### src/hdl/ctf_map.vh
// Purpose: constants for the charge threshold flags block
// Assumes: AXI4-Lite register access, 32-bit data
// Notes: byte offsets are word aligned
// Functional notes
// RULE1 - set low-capacity flag below capacity warn level
// RULE2 - clear low-capacity flag above same level
// RULE3 - set shutdown flag below shutdown set voltage
// RULE4 - clear shutdown flag when set, above clear voltage
// RULE5 - pulse interrupt on every shutdown flag change
// RULE6 - load model 0 constant current, 1 power
// RULE7 - status bit mirrors stored load model
// RULE8 - compare on each new sample, same cycle
`ifndef CTF_MAP_VH
`define CTF_MAP_VH
`define CTF_ADDR_W 4
`define CTF_OFF_FLAGS 4'h0
`define CTF_OFF_CAP_WARN 4'h4
`define CTF_OFF_SD_SET 4'h8
`define CTF_OFF_SD_CLR 4'hC
`define CTF_BIT_LOW_CAP 0
`define CTF_BIT_SHUTDOWN 1
`define CTF_BIT_LOAD_MODEL 2
`define CTF_RST_CAP_WARN 16'h0000
`define CTF_RST_SD_SET 16'h0000
`define CTF_RST_SD_CLR 16'h0000
`define CTF_RST_LOAD_MODEL 1'h0
`define CTF_RESP_OKAY 2'h0
`define CTF_RESP_SLVERR 2'h2
`endif

### src/hdl/ctf_top.v
// Purpose: charge threshold flags with AXI4-Lite registers
// Assumes: single clock, synchronous active-low reset
// Notes: flags are read-only; thresholds and load model writable
//
// The AXI4-Lite register port and the register addresses were decided locally.
`timescale 1ns/1ps
`include "ctf_map.vh"
module ctf_top #(
	parameter W = 16
) (
	input wire aclk,
	input wire aresetn,
	input wire cap_valid,
	input wire [W-1:0] remaining_charge,
	input wire volt_valid,
	input wire [W-1:0] cell_voltage,
	output wire low_capacity_flag,
	output wire shutdown_warning_flag,
	output wire load_model_status_bit,
	output wire charge_level_int,
	input wire [`CTF_ADDR_W-1:0] s_axi_awaddr,
	input wire s_axi_awvalid,
	output wire s_axi_awready,
	input wire [31:0] s_axi_wdata,
	input wire [3:0] s_axi_wstrb,
	input wire s_axi_wvalid,
	output wire s_axi_wready,
	output wire [1:0] s_axi_bresp,
	output wire s_axi_bvalid,
	input wire s_axi_bready,
	input wire [`CTF_ADDR_W-1:0] s_axi_araddr,
	input wire s_axi_arvalid,
	output wire s_axi_arready,
	output wire [31:0] s_axi_rdata,
	output wire [1:0] s_axi_rresp,
	output wire s_axi_rvalid,
	input wire s_axi_rready
);
	reg [W-1:0] cap_warn_reg;
	reg [W-1:0] sd_set_reg;
	reg [W-1:0] sd_clr_reg;
	reg load_model_reg;
	reg low_cap_reg;
	reg sd_reg;
	reg int_reg;
	wire low_cap_next;
	wire sd_next;
	reg aw_got_reg;
	reg w_got_reg;
	reg [`CTF_ADDR_W-1:0] awaddr_reg;
	reg [31:0] wdata_reg;
	reg [3:0] wstrb_reg;
	reg bvalid_reg;
	reg [1:0] bresp_reg;
	reg rvalid_reg;
	reg [1:0] rresp_reg;
	reg [31:0] rdata_reg;
	wire do_write;

	// merge byte lanes into a 16-bit field
	function [W-1:0] merge;
		input [W-1:0] old;
		input [31:0] d;
		input [3:0] s;
		begin
			merge = old;
			if (s[0])
				merge[7:0] = d[7:0];
			if (s[1])
				merge[15:8] = d[15:8];
		end
	endfunction

	// decode of a mapped offset
	function mapped;
		input [`CTF_ADDR_W-1:0] a;
		begin
			mapped = (a == `CTF_OFF_FLAGS) || (a == `CTF_OFF_CAP_WARN)
				|| (a == `CTF_OFF_SD_SET) || (a == `CTF_OFF_SD_CLR);
		end
	endfunction

	////////////////////////////////////////////////////////////////////////
	ctf_compare #(
		.W(W)
	) u_cmp (
		.cap_valid(cap_valid),
		.cap(remaining_charge),
		.volt_valid(volt_valid),
		.volt(cell_voltage),
		.cap_warn(cap_warn_reg),
		.sd_set(sd_set_reg),
		.sd_clr(sd_clr_reg),
		.low_cap_cur(low_cap_reg),
		.sd_cur(sd_reg),
		.low_cap_next(low_cap_next),
		.sd_next(sd_next)
	);

	// flags and change interrupt
	always @(posedge aclk) begin
		if (!aresetn) begin
			low_cap_reg <= 1'b0;
			sd_reg <= 1'b0;
			int_reg <= 1'b0;
		end else begin
			low_cap_reg <= low_cap_next; // see RULE1
			sd_reg <= sd_next; // see RULE3
			int_reg <= (sd_next != sd_reg); // see RULE5
		end
	end

	assign low_capacity_flag = low_cap_reg;
	assign shutdown_warning_flag = sd_reg;
	assign charge_level_int = int_reg;
	assign load_model_status_bit = load_model_reg; // see RULE7

	////////////////////////////////////////////////////////////////////////
	// write channel: address and data in either order
	assign s_axi_awready = !aw_got_reg && !bvalid_reg;
	assign s_axi_wready = !w_got_reg && !bvalid_reg;
	assign do_write = aw_got_reg && w_got_reg && !bvalid_reg;

	always @(posedge aclk) begin
		if (!aresetn) begin
			aw_got_reg <= 1'b0;
			w_got_reg <= 1'b0;
			awaddr_reg <= {`CTF_ADDR_W{1'b0}};
			wdata_reg <= 32'h00000000;
			wstrb_reg <= 4'h0;
			bvalid_reg <= 1'b0;
			bresp_reg <= `CTF_RESP_OKAY;
			cap_warn_reg <= `CTF_RST_CAP_WARN;
			sd_set_reg <= `CTF_RST_SD_SET;
			sd_clr_reg <= `CTF_RST_SD_CLR;
			load_model_reg <= `CTF_RST_LOAD_MODEL; // see RULE6
		end else begin
			if (s_axi_awvalid && s_axi_awready) begin
				aw_got_reg <= 1'b1;
				awaddr_reg <= s_axi_awaddr;
			end
			if (s_axi_wvalid && s_axi_wready) begin
				w_got_reg <= 1'b1;
				wdata_reg <= s_axi_wdata;
				wstrb_reg <= s_axi_wstrb;
			end
			if (do_write) begin
				aw_got_reg <= 1'b0;
				w_got_reg <= 1'b0;
				bvalid_reg <= 1'b1;
				bresp_reg <= mapped(awaddr_reg) ? `CTF_RESP_OKAY : `CTF_RESP_SLVERR;
				case (awaddr_reg)
				`CTF_OFF_FLAGS: begin
					// only the load model bit is writable here
					if (wstrb_reg[0])
						load_model_reg <= wdata_reg[`CTF_BIT_LOAD_MODEL]; // see RULE6
				end
				`CTF_OFF_CAP_WARN: cap_warn_reg <= merge(cap_warn_reg, wdata_reg, wstrb_reg);
				`CTF_OFF_SD_SET: sd_set_reg <= merge(sd_set_reg, wdata_reg, wstrb_reg);
				`CTF_OFF_SD_CLR: sd_clr_reg <= merge(sd_clr_reg, wdata_reg, wstrb_reg);
				default: begin
				end
				endcase
			end else if (bvalid_reg && s_axi_bready) begin
				bvalid_reg <= 1'b0;
			end
		end
	end

	assign s_axi_bvalid = bvalid_reg;
	assign s_axi_bresp = bresp_reg;

	////////////////////////////////////////////////////////////////////////
	// read channel, one outstanding read
	assign s_axi_arready = !rvalid_reg;

	always @(posedge aclk) begin
		if (!aresetn) begin
			rvalid_reg <= 1'b0;
			rresp_reg <= `CTF_RESP_OKAY;
			rdata_reg <= 32'h00000000;
		end else begin
			if (s_axi_arvalid && s_axi_arready) begin
				rvalid_reg <= 1'b1;
				rresp_reg <= mapped(s_axi_araddr) ? `CTF_RESP_OKAY : `CTF_RESP_SLVERR;
				rdata_reg <= 32'h00000000;
				case (s_axi_araddr)
				`CTF_OFF_FLAGS: begin
					rdata_reg[`CTF_BIT_LOW_CAP] <= low_cap_reg;
					rdata_reg[`CTF_BIT_SHUTDOWN] <= sd_reg;
					rdata_reg[`CTF_BIT_LOAD_MODEL] <= load_model_reg; // see RULE7
				end
				`CTF_OFF_CAP_WARN: rdata_reg[W-1:0] <= cap_warn_reg;
				`CTF_OFF_SD_SET: rdata_reg[W-1:0] <= sd_set_reg;
				`CTF_OFF_SD_CLR: rdata_reg[W-1:0] <= sd_clr_reg;
				default: begin
				end
				endcase
			end else if (rvalid_reg && s_axi_rready) begin
				rvalid_reg <= 1'b0;
			end
		end
	end

	assign s_axi_rvalid = rvalid_reg;
	assign s_axi_rresp = rresp_reg;
	assign s_axi_rdata = rdata_reg;
endmodule

### src/hdl/ctf_compare.v
// Purpose: threshold flag update logic
// Assumes: new values arrive with a one-cycle strobe
// Notes: combinational, registered by the parent
`timescale 1ns/1ps
module ctf_compare #(
	parameter W = 16
) (
	input wire cap_valid,
	input wire [W-1:0] cap,
	input wire volt_valid,
	input wire [W-1:0] volt,
	input wire [W-1:0] cap_warn,
	input wire [W-1:0] sd_set,
	input wire [W-1:0] sd_clr,
	input wire low_cap_cur,
	input wire sd_cur,
	output reg low_cap_next,
	output reg sd_next
);
	// hysteresis on the shutdown flag, one level for the low flag, equal value holds state
	always @* begin
		low_cap_next = low_cap_cur;
		sd_next = sd_cur;
		if (cap_valid) begin // see RULE8
			if (cap < cap_warn)
				low_cap_next = 1'b1; // see RULE1
			else if (cap > cap_warn)
				low_cap_next = 1'b0; // see RULE2
		end
		if (volt_valid) begin // see RULE8
			if (volt < sd_set)
				sd_next = 1'b1; // see RULE3
			else if (sd_cur && (volt > sd_clr))
				sd_next = 1'b0; // see RULE4
		end
	end
endmodule

### config.mk
export PLATFORM = sky130hd
export DESIGN_NAME = ctf_top
export DESIGN_NICKNAME = d
export VERILOG_FILES = /design/src/hdl/ctf_top.v /design/src/hdl/ctf_compare.v
export VERILOG_INCLUDE_DIRS = /design/src /design/src/hdl
export SDC_FILE = /design/constraint.sdc
export NUM_CORES = 1
export LEC_CHECK = 0
export ABC_AREA = 0
export CAP_MARGIN = 20
export CORE_MARGIN = 10
export CORE_UTILIZATION = 55
export DETAILED_ROUTE_END_ITERATION = 8
export DONT_BUFFER_PORTS = 1
export MAX_ROUTING_LAYER = met4
export PLACE_DENSITY_LB_ADDON = 0.05
export SYNTH_ARGS = -nofsm -noshare
export SYNTH_HDL_FRONTEND = slang
export SYNTH_SLANG_ARGS = --single-unit
### constraint.sdc
create_clock -name aclk -period 2.4 [get_ports aclk]
set_clock_uncertainty 0.15 [all_clocks]
set_input_delay 0.12 -clock aclk [delete_from_list [all_inputs] [get_ports aclk]]
set_output_delay 0.12 -clock aclk [all_outputs]
set_load 0.02 [all_outputs]
**Word level (Yosys, flattened, before mapping)**

Index checks and enable logic that the tools add are counted.

- Register bits after elaboration: 98
- Bits in latches: 0
- RAM bits: 0
- Bits in read-only memories: 0
- Input port bits: 85
- Output and inout port bits: 45
- Memories: 0

- Add/sub/neg operators: 0
- $mul: 0
- Div/mod/pow operators: 0
- Magnitude comparators: 4
- Equal/unequal tests: 7
- Shift-type cells: 0
- Multiplexer cells: 13
- Bitwise gates (word level): 1
- Reduce and logical (&&, ||, !) cells: 34

Operators by type and width:

| operator | count |
|---|---|
| 13-bit one-hot mux with 3 select lines | 1 |
| 16-bit > comparator | 2 |
| 16-bit < comparator | 2 |
| 3-bit AND reduction | 7 |
| 4-bit == test, second input constant | 4 |
| 3-bit one-hot mux with 4 select lines | 1 |
| 1-bit logical AND | 10 |
| 1-bit two-way mux | 9 |
| 4-bit by 3-bit == test with 1-bit output, second input constant | 2 |
| 4-bit logical NOT | 2 |
| 1-bit logical OR | 6 |
| 2-bit nonzero test | 3 |
| 1-bit logical NOT | 4 |
| 2-bit two-way mux | 2 |
| 2-bit AND reduction | 1 |
| 2-bit OR reduction | 1 |
| 1-bit != test | 1 |
| 1-bit inverter | 1 |

**Depth between registers and ports, before layout**

Gate-level depths: netlist of the first run.

- Depth after elaboration: 6
- Depth in mapped cells: 7

**Hierarchy**

A second synthesis of the first run with hierarchy kept.

- Cells, all modules: 593
- Area total of the unflattened synthesis: 5424.0 um^2

Modules (own cells, without submodules):

| module | times used | cells an instance | area an instance (um^2) |
|---|---|---|---|
| ctf_top | 1 | 425 | 4212.8 |
| ctf_compare | 1 | 168 | 1211.2 |

**Worst setup path after synthesis of the first run**

OpenSTA, ideal clock, no wires.

- Kind: reg-to-reg
- Start: register sd_clr_reg[14]
- End: register int_reg (netlist: charge_level_int)
- Arrival: 1.557 ns
- Data required time: 2.123 ns
- Slack: 0.566 ns
- Stages on the path, launching flop included: 8
- Path buffers: 0
- Cell sequence: dfxtp_1 -> inv_1 -> ha_1 -> a21oi_1 -> nand2_1 -> a221o_1 -> o31ai_2 -> o31ai_2

- Cells in the longest elaborated chain, start to end: 6

Ends and longest elaborated chain:

| what | line | text |
|---|---|---|
| from (decl) | ctf_top.v:41 | `reg [W-1:0] sd_clr_reg;` |
| from (signal assigned) | ctf_top.v:135 | `` sd_clr_reg <= `CTF_RST_SD_CLR; `` |
| from (signal assigned) | ctf_top.v:160 | `` `CTF_OFF_SD_CLR: sd_clr_reg <= merge(sd_clr_reg, wdata_reg, wstrb_reg); `` |
| 16-bit > comparator | ctf_compare.v:33 | `else if (sd_cur && (volt > sd_clr))` |
| 1-bit logical AND | ctf_compare.v:33 |  |
| 1-bit two-way mux | ctf_compare.v:33 |  |
| 1-bit two-way mux | ctf_compare.v:31 | `if (volt < sd_set)` |
| 1-bit two-way mux | ctf_compare.v:30 | `if (volt_valid) begin` |
| 1-bit != test | ctf_top.v:109 | `int_reg <= (sd_next != sd_reg);` |
| to (signal assigned) | ctf_top.v:109 |  |
| to (decl) | ctf_top.v:45 | `reg int_reg;` |

Every way passes these cells.
A chain may end at the register's enable or synchronous reset.

**Worst setup path in the final report of the first run**

- Start: register cap_warn_reg[13]
- End: register low_cap_reg (netlist: low_capacity_flag)

- Cells in the longest elaborated chain, start to end: 3
- Elaborated cells between the ends (all ways): 5
- Those cells by class: order compare (2); mux (1); reduce/logical (2)

Ends and longest elaborated chain:

| what | line | text |
|---|---|---|
| from (decl) | ctf_top.v:39 | `reg [W-1:0] cap_warn_reg;` |
| from (signal assigned) | ctf_top.v:133 | `` cap_warn_reg <= `CTF_RST_CAP_WARN; `` |
| from (signal assigned) | ctf_top.v:158 | `` `CTF_OFF_CAP_WARN: cap_warn_reg <= merge(cap_warn_reg, wdata_reg, wstrb_reg); `` |
| 16-bit > comparator or 16-bit < comparator (tied branches) | ctf_compare.v:27, ctf_compare.v:25 |  |
| 2-bit nonzero test (no line) | n/a |  |
| 2-bit AND reduction (no line) | n/a |  |
| to (signal assigned) | ctf_top.v:107 | `low_cap_reg <= low_cap_next;` |
| to (decl) | ctf_top.v:43 | `reg low_cap_reg;` |

Parallel ways exist; a longest one is shown, timed or not.

==> impl_metrics.toml, run 1 <==
[clocking]
clk_pin_slew_ns = 0.09
clockBufferDepth = 2
clk_latency_ns = 0.36
cts_buffers = 9
cts_tree = "yes"
cts_setup_buffers = 0
cts_htree_levels = 3
cts.sink_count = 96
root_buffer = "clkbuf_8"

[synthesis]
syn_area_um2 = 5370
synth_xor_xnor_area_share_pct = 0
syn-instance-count = 607
synth_edf_count = 0
ys_seq_elements = 96
ys_types = 46
dominantRegCellSynth = "dfxtp_1"
yosysWarnings = 0
async_flop_share_pct = 0
synth_fa_ha_area_share_pct = 11.0
muxShareOfSynthArea_pct = 10.4
synth_top_family_by_area = "simple AND/OR/NAND/NOR gates"
synth_simple_gate_area_share_pct = 20.7
ys_seq_area_share_pct = 35.8
synth.avg_cell_area_um2 = 8.85
synth_compound_area_share_pct = 13.8

[final_layout]
regArea_um2 = 1920
multi_input_area_um2 = 3070
stdcell_count = 766
fill_cells = 834
synthToLayoutAreaGrowth_pct = 11.0
fin_area_um2 = 5960
antennaDiodeCount = 0
final_nets = 760
post_route_cells_drive_above_1_share_pct = 4.74

[detailed_routing]
drt_pass1_iterations = 4
wl_um = 13300
dr_total_vias = 4063
ant_nets = 0
drtIter0Drc = 154
viasPerCell = 5.30
route.detailed.drc = 0
routedWlPerCell_um = 17.3

[global_route]
grt_max_degree = 100
grt_pass1_wl_um = 21200
grt_util_all_layers_pct = 19.0
antenna_found_initial = 0
grt_pass1_vias = 4029
gr-total-overflow = 0

[job]
cap_violations = 0

[hold_path]
hp-class = "in2reg"

[die]
io_pins = 130
core_area_um2 = 9640
die_area_um2 = 14100
die_w_um = 119
rows = 36
fp.dieH_um = 119
start_util_pct = 55.7

[placed_design]
placed_area_um2 = 5370
place_congestion = 0.880
numPortBuffers = 0
post-dp-hpwl_um = 10100
place_ws_ns = 0.362
placed_cells = 716

[setup_path]
worstPathRequired_ns = 2.52
slowest_delay_ns = 0.58
cp_max_fo = 2
path_buf_inv = 2
arrival_ns = 2.37
cpMaxStageDelayCell = "dlygate4sd3_1"
critPathLaunchType = "flop"
worstSetupEndpointType = "flop"
cpLargestDelayFamily = "buffers and inverters"
crit_chain = "inv_1, ha_1, a21oi_1, nor2b_1, o21ai_1, nand4b_1, dlygate4sd3_1, o41ai_1"
critPathKind = "reg2reg"

[sta]
finalSetupViolCount = 0
slew_viol_final = 0
tightest_slew_ns = 0.841
timing.final.ws_setup_ns = 0.147
hold_viol_final = 0
max_freq_mhz = 444
setup_tns_ns = 0
relSlewSlack_pct = 43.7
rsz0062_at_grt = "false"
finalCriticalPeriod_ns = 2.25
fin_crit_sh_pct = 93.9
hold_slack_ns = 0.0149

[status]
status = "finished, final reports clean"

[power_and_ir_drop]
cellLeakagePower_nw = 2.52
ir_drop_mv = 0.318
power_density_nw_per_um2 = 557
[metal layers]
metal | wire length, um | track usage, % | part of all wire, % | vias up
li1 | - | - | - | 2074
met1 | 6100 | 22.9 | 46 | 1869
met2 | 5860 | 28.8 | 44 | 107
met3 | 1150 | 6.57 | 8.6 | 13
met4 | 188 | 6.64 | 1.4 | 0
met5 | 0 | - | 0 | -
[final cells by class]
type,instances,area share [%]
multi-input cells,433,51.4
flip-flops and latches,96,32.2
repair buffers,37,6.38
inverters,51,3.21
well taps,133,2.79
clock buffers,11,2.20
clock inverters,5,1.76
[worst paths after layout]
kind                                    end  cells after the start                          start  slack, ns
min          low_capacity_flag$_SDFFE_PN0P_                      4            remaining_charge[3]       0.01
min reg2reg      wdata_reg[12]$_SDFFE_PN0P_                      2     wdata_reg[12]$_SDFFE_PN0P_       0.36
max reg2reg  low_capacity_flag$_SDFFE_PN0P_                      8  cap_warn_reg[13]$_SDFFE_PN0P_       0.15
max          low_capacity_flag$_SDFFE_PN0P_                      8  cap_warn_reg[13]$_SDFFE_PN0P_       0.15
[power breakdown]
group	internal [mW]	leakage, nW	switching [mW]
logic	0.155	1.63	0.197
clock network	0.693	0.110	0.577
registers	1.63	0.779	0.0627
[worst reg2reg max path, cell delays in order, from the launching register on]
cell	delay, ns
dfxtp_1	0.34
inv_1	0.07
ha_1	0.28
a21oi_1	0.13
nor2b_1	0.06
o21ai_1	0.12
nand4b_1	0.12
dlygate4sd3_1	0.58
o41ai_1	0.32
[logic make-up after synthesis]
kind of cell | count (synthesis)
and+or+nand+nor | 202
AOI/OAI and AO/OA | 110
DFF | 96
buffers and inverters | 95
muxes | 56
adders and majority gates | 47
other | 1
[Yosys cell counts (3+ instances only)]
master / count / area [um2]
and2_1: 17 / 106
nand4_2: 4 / 50.1
nand3_1: 4 / 20.0
o211a_1: 3 / 30.0
nor3b_1: 4 / 30.0
buf_2: 6 / 30.0
buf_4: 19 / 143
a21o_1: 6 / 45.0
o21a_1: 3 / 22.5
nor2b_1: 61 / 382
nand4_1: 7 / 43.8
o21ai_0: 37 / 185
a21boi_0: 19 / 143
mux2i_1: 56 / 561
a22oi_1: 13 / 97.6
nor2_1: 14 / 52.6
clkbuf_1: 16 / 60.1
ha_1: 47 / 588
a21oi_1: 11 / 55.1
a211oi_1: 4 / 30.0
dfxtp_1: 96 / 1920
a221oi_1: 4 / 35.0
inv_1: 51 / 191
nand2_1: 76 / 285
[cell usage in the layout, fill, tap and decap left out, types with 3 or more instances in the layout]
cell and count:
dfxtp_1 96, nand2_1 76, nor2b_1 61, mux2i_1 56, inv_1 51, ha_1 47, o21ai_0 36, dlygate4sd3_1 33
a21boi_0 19, conb_1 18, and2_1 17, nor2_1 14, a22oi_1 13, a21oi_1 11, clkbuf_8 9, nand4_1 7
a21o_1 6, nand4_2 4, nand3_1 4, a211oi_1 4, a221oi_1 4, nor3b_1 4, o211a_1 3, o21a_1 3
bufinv_16 3, buf_4 3
[per-stage QoR]
stage	power (mW)	utilization, %
detailed placement	2.01	55.7
global route	3.45	61.9
floorplan	2.00	-
finish	3.32	61.9
CTS	3.35	61.9
global placement	2.00	55.7
[timing repair]
item                                    in CTS  in global routing
resized for setup                            0                  1
hold endpoints to repair                    96                  0
hold buffers                                34                  0
endpoints found under the setup margin       0                  1
(Power assumes the default switching activity.)
==> inputs of run 2 (changes only) <==
==> constraint.sdc (replaced) <==
create_clock -name aclk -period 2.2 [get_ports aclk]
set_clock_uncertainty 0.15 [all_clocks]
set_input_delay 0.11 -clock aclk [delete_from_list [all_inputs] [get_ports aclk]]
set_output_delay 0.11 -clock aclk [all_outputs]
set_load 0.02 [all_outputs]
==> run 2 against run 1 <==
- clock-buffer cell count increased by 1
- highest routed layer unchanged
- sequential share of layout area fell by 0.13 points
- critical path type is now in2reg
- wire length is 1.8% lower
- power up 4.1%
==> impl_metrics.toml, run 2 (synthesis results as in run 1) <==
[detailed_routing]
drtIter0Drc = 219
dr_total_vias = 4087
drt_pass1_iterations = 4
wl_um = 13100
viasPerCell = 5.30
route.detailed.drc = 0
routedWlPerCell_um = 16.9
ant_nets = 0

[power_and_ir_drop]
clkPwrFrac_pct = 35.0
power_density_nw_per_um2 = 577
cellLeakagePower_nw = 2.55
p_sw_share_pct = 25.6
power.net_switching_mw = 0.884
power_frac_comb_pct = 11.5
ir_drop_mv = 0.388
power.internal_mw = 2.57
seq_power_share_pct = 53.5

[sta]
finalCriticalPeriod_ns = 2.08
rsz0062_at_grt = "false"
max_freq_mhz = 481
finalSetupViolCount = 0
setup_tns_ns = 0
fin_crit_sh_pct = 94.5
hold_viol_final = 0
hold_slack_ns = 0.0236
slew_viol_final = 0
relSlewSlack_pct = 44.9
tightest_slew_ns = 0.823

[global_route]
grt_pass1_wl_um = 21300
grt_util_all_layers_pct = 19.0
antenna_found_initial = 0
gr-total-overflow = 0
grt_pass1_vias = 4110
grt_max_degree = 100

[final_layout]
final_nets = 766
fill_cells = 849
regArea_um2 = 1920
multi_input_area_um2 = 3070
final_common_cell = "dfxtp_1"
post_route_cells_drive_above_1_share_pct = 5.49
antennaDiodeCount = 0
final_cell_mix = "dfxtp_1, nand2_1, nor2b_1, mux2i_1, inv_1"
synthToLayoutAreaGrowth_pct = 11.5

[clocking]
clockBufferDepth = 2
clk_latency_ns = 0.36
root_buffer = "clkbuf_8"
cts_tree = "yes"
clk_pin_slew_ns = 0.09
cts_htree_levels = 3
cts.sink_count = 96
cts_buffers = 9

[die]
fp.dieH_um = 119
start_util_pct = 55.7
die_area_um2 = 14100
io_pins = 130
die_w_um = 119
core_area_um2 = 9640
rows = 36

[placed_design]
post-dp-hpwl_um = 10100
numPortBuffers = 0
place_congestion = 0.877

[job]
cap_violations = 0

[setup_path]
slowest_delay_ns = 0.60
crit_chain = "dlygate4sd3_1, nor2_2, dlygate4sd3_1, nand2_1, dlygate4sd3_1, o211a_1"
cpMaxStageDelayCell = "dlygate4sd3_1"
critPathLaunchType = "input port"
worst_path_most_repeated_cell = "dlygate4sd3_1"
critPathKind = "in2reg"
arrival_ns = 2.20
worstPathRequired_ns = 2.32
cp_max_fo = 6
worstSetupEndpointType = "flop"

[hold_path]
hp-class = "in2reg"

[status]
status = "finished, final reports clean"
run 2: cell types whose count changed in the layout (fill, tap and decap cells not counted), moves of 2 or more:
cell and change:
clkbuf_8 +3, clkinv_2 +2, clkbuf_1 -2, clkinvlp_4 -2
buf_4 +3, bufinv_16 -2, dlygate4sd3_1 +3
run 2: per-layer routing:
layer	routed length, um	vias to the layer above	GRT usage, %
li1	-	2081	-
met1	6080	1877	23.9
met2	5730	116	28.5
met3	1070	13	5.62
met4	174	0	6.56
met5	0	-	-
run 2: what timing repair did:
item,4_1_cts,5_1_grt
gates resized for setup,0,1
hold endpoints to repair,96,0
hold buffers,37,0
endpoints found under the setup margin,0,1
buffers inserted,0,0
run 2: area by class of cell:
class | instances | area share (%)
clock buffers | 12 | 2.76
inverters | 51 | 3.20
repair buffers | 43 | 7.23
clock inverters | 3 | 0.669
flip-flops and latches | 96 | 32.1
well taps | 133 | 2.78
multi-input cells | 433 | 51.3
run 2: through the flow:
step / instances / util (%) / total power, mW / setup WS, ns / instance area (um2)
after detailed placement: 719 / 55.9 / 2.20 / 0.202 / 5390
after floorplan: 624 / - / 2.18 / 0.366 / 5430
final: 771 / 62.1 / 3.45 / 0.121 / 5990
after global placement: 719 / 55.9 / 2.18 / 0.251 / 5390
after global routing: 771 / 62.1 / 3.61 / 0.0468 / 5990
after CTS: 771 / 62.1 / 3.48 / 0.0753 / 5980
run 2: final timing paths:
kind         slack, ns                        from  depth (start not counted)                        endpoint
min               0.02        remaining_charge[14]                          4  low_capacity_flag$_SDFFE_PN0P_
min reg2reg       0.37  wdata_reg[10]$_SDFFE_PN0P_                          2      wdata_reg[10]$_SDFFE_PN0P_
max               0.12             s_axi_araddr[0]                          6     s_axi_rresp[1]$_SDFFE_PN0P_
max reg2reg       0.20  sd_set_reg[9]$_SDFFE_PN0P_                          7     charge_level_int$_SDFF_PN0_
run 2: critical path: cells and delay by family:
family          cells  cell delay [ns]
buf+inv             3             1.71
simple gates        2             0.27
compound gates      1             0.12
run 2: power by group through the flow:
stage	logic (mW)	registers [mW]	clock network, mW
2_1_floorplan	0.311	1.87	0
3_3_place_gp	0.297	1.89	0
3_5_place_dp	0.310	1.89	0
4_1_cts	0.395	1.85	1.23
5_1_grt	0.446	1.86	1.30
6_report	0.396	1.85	1.21
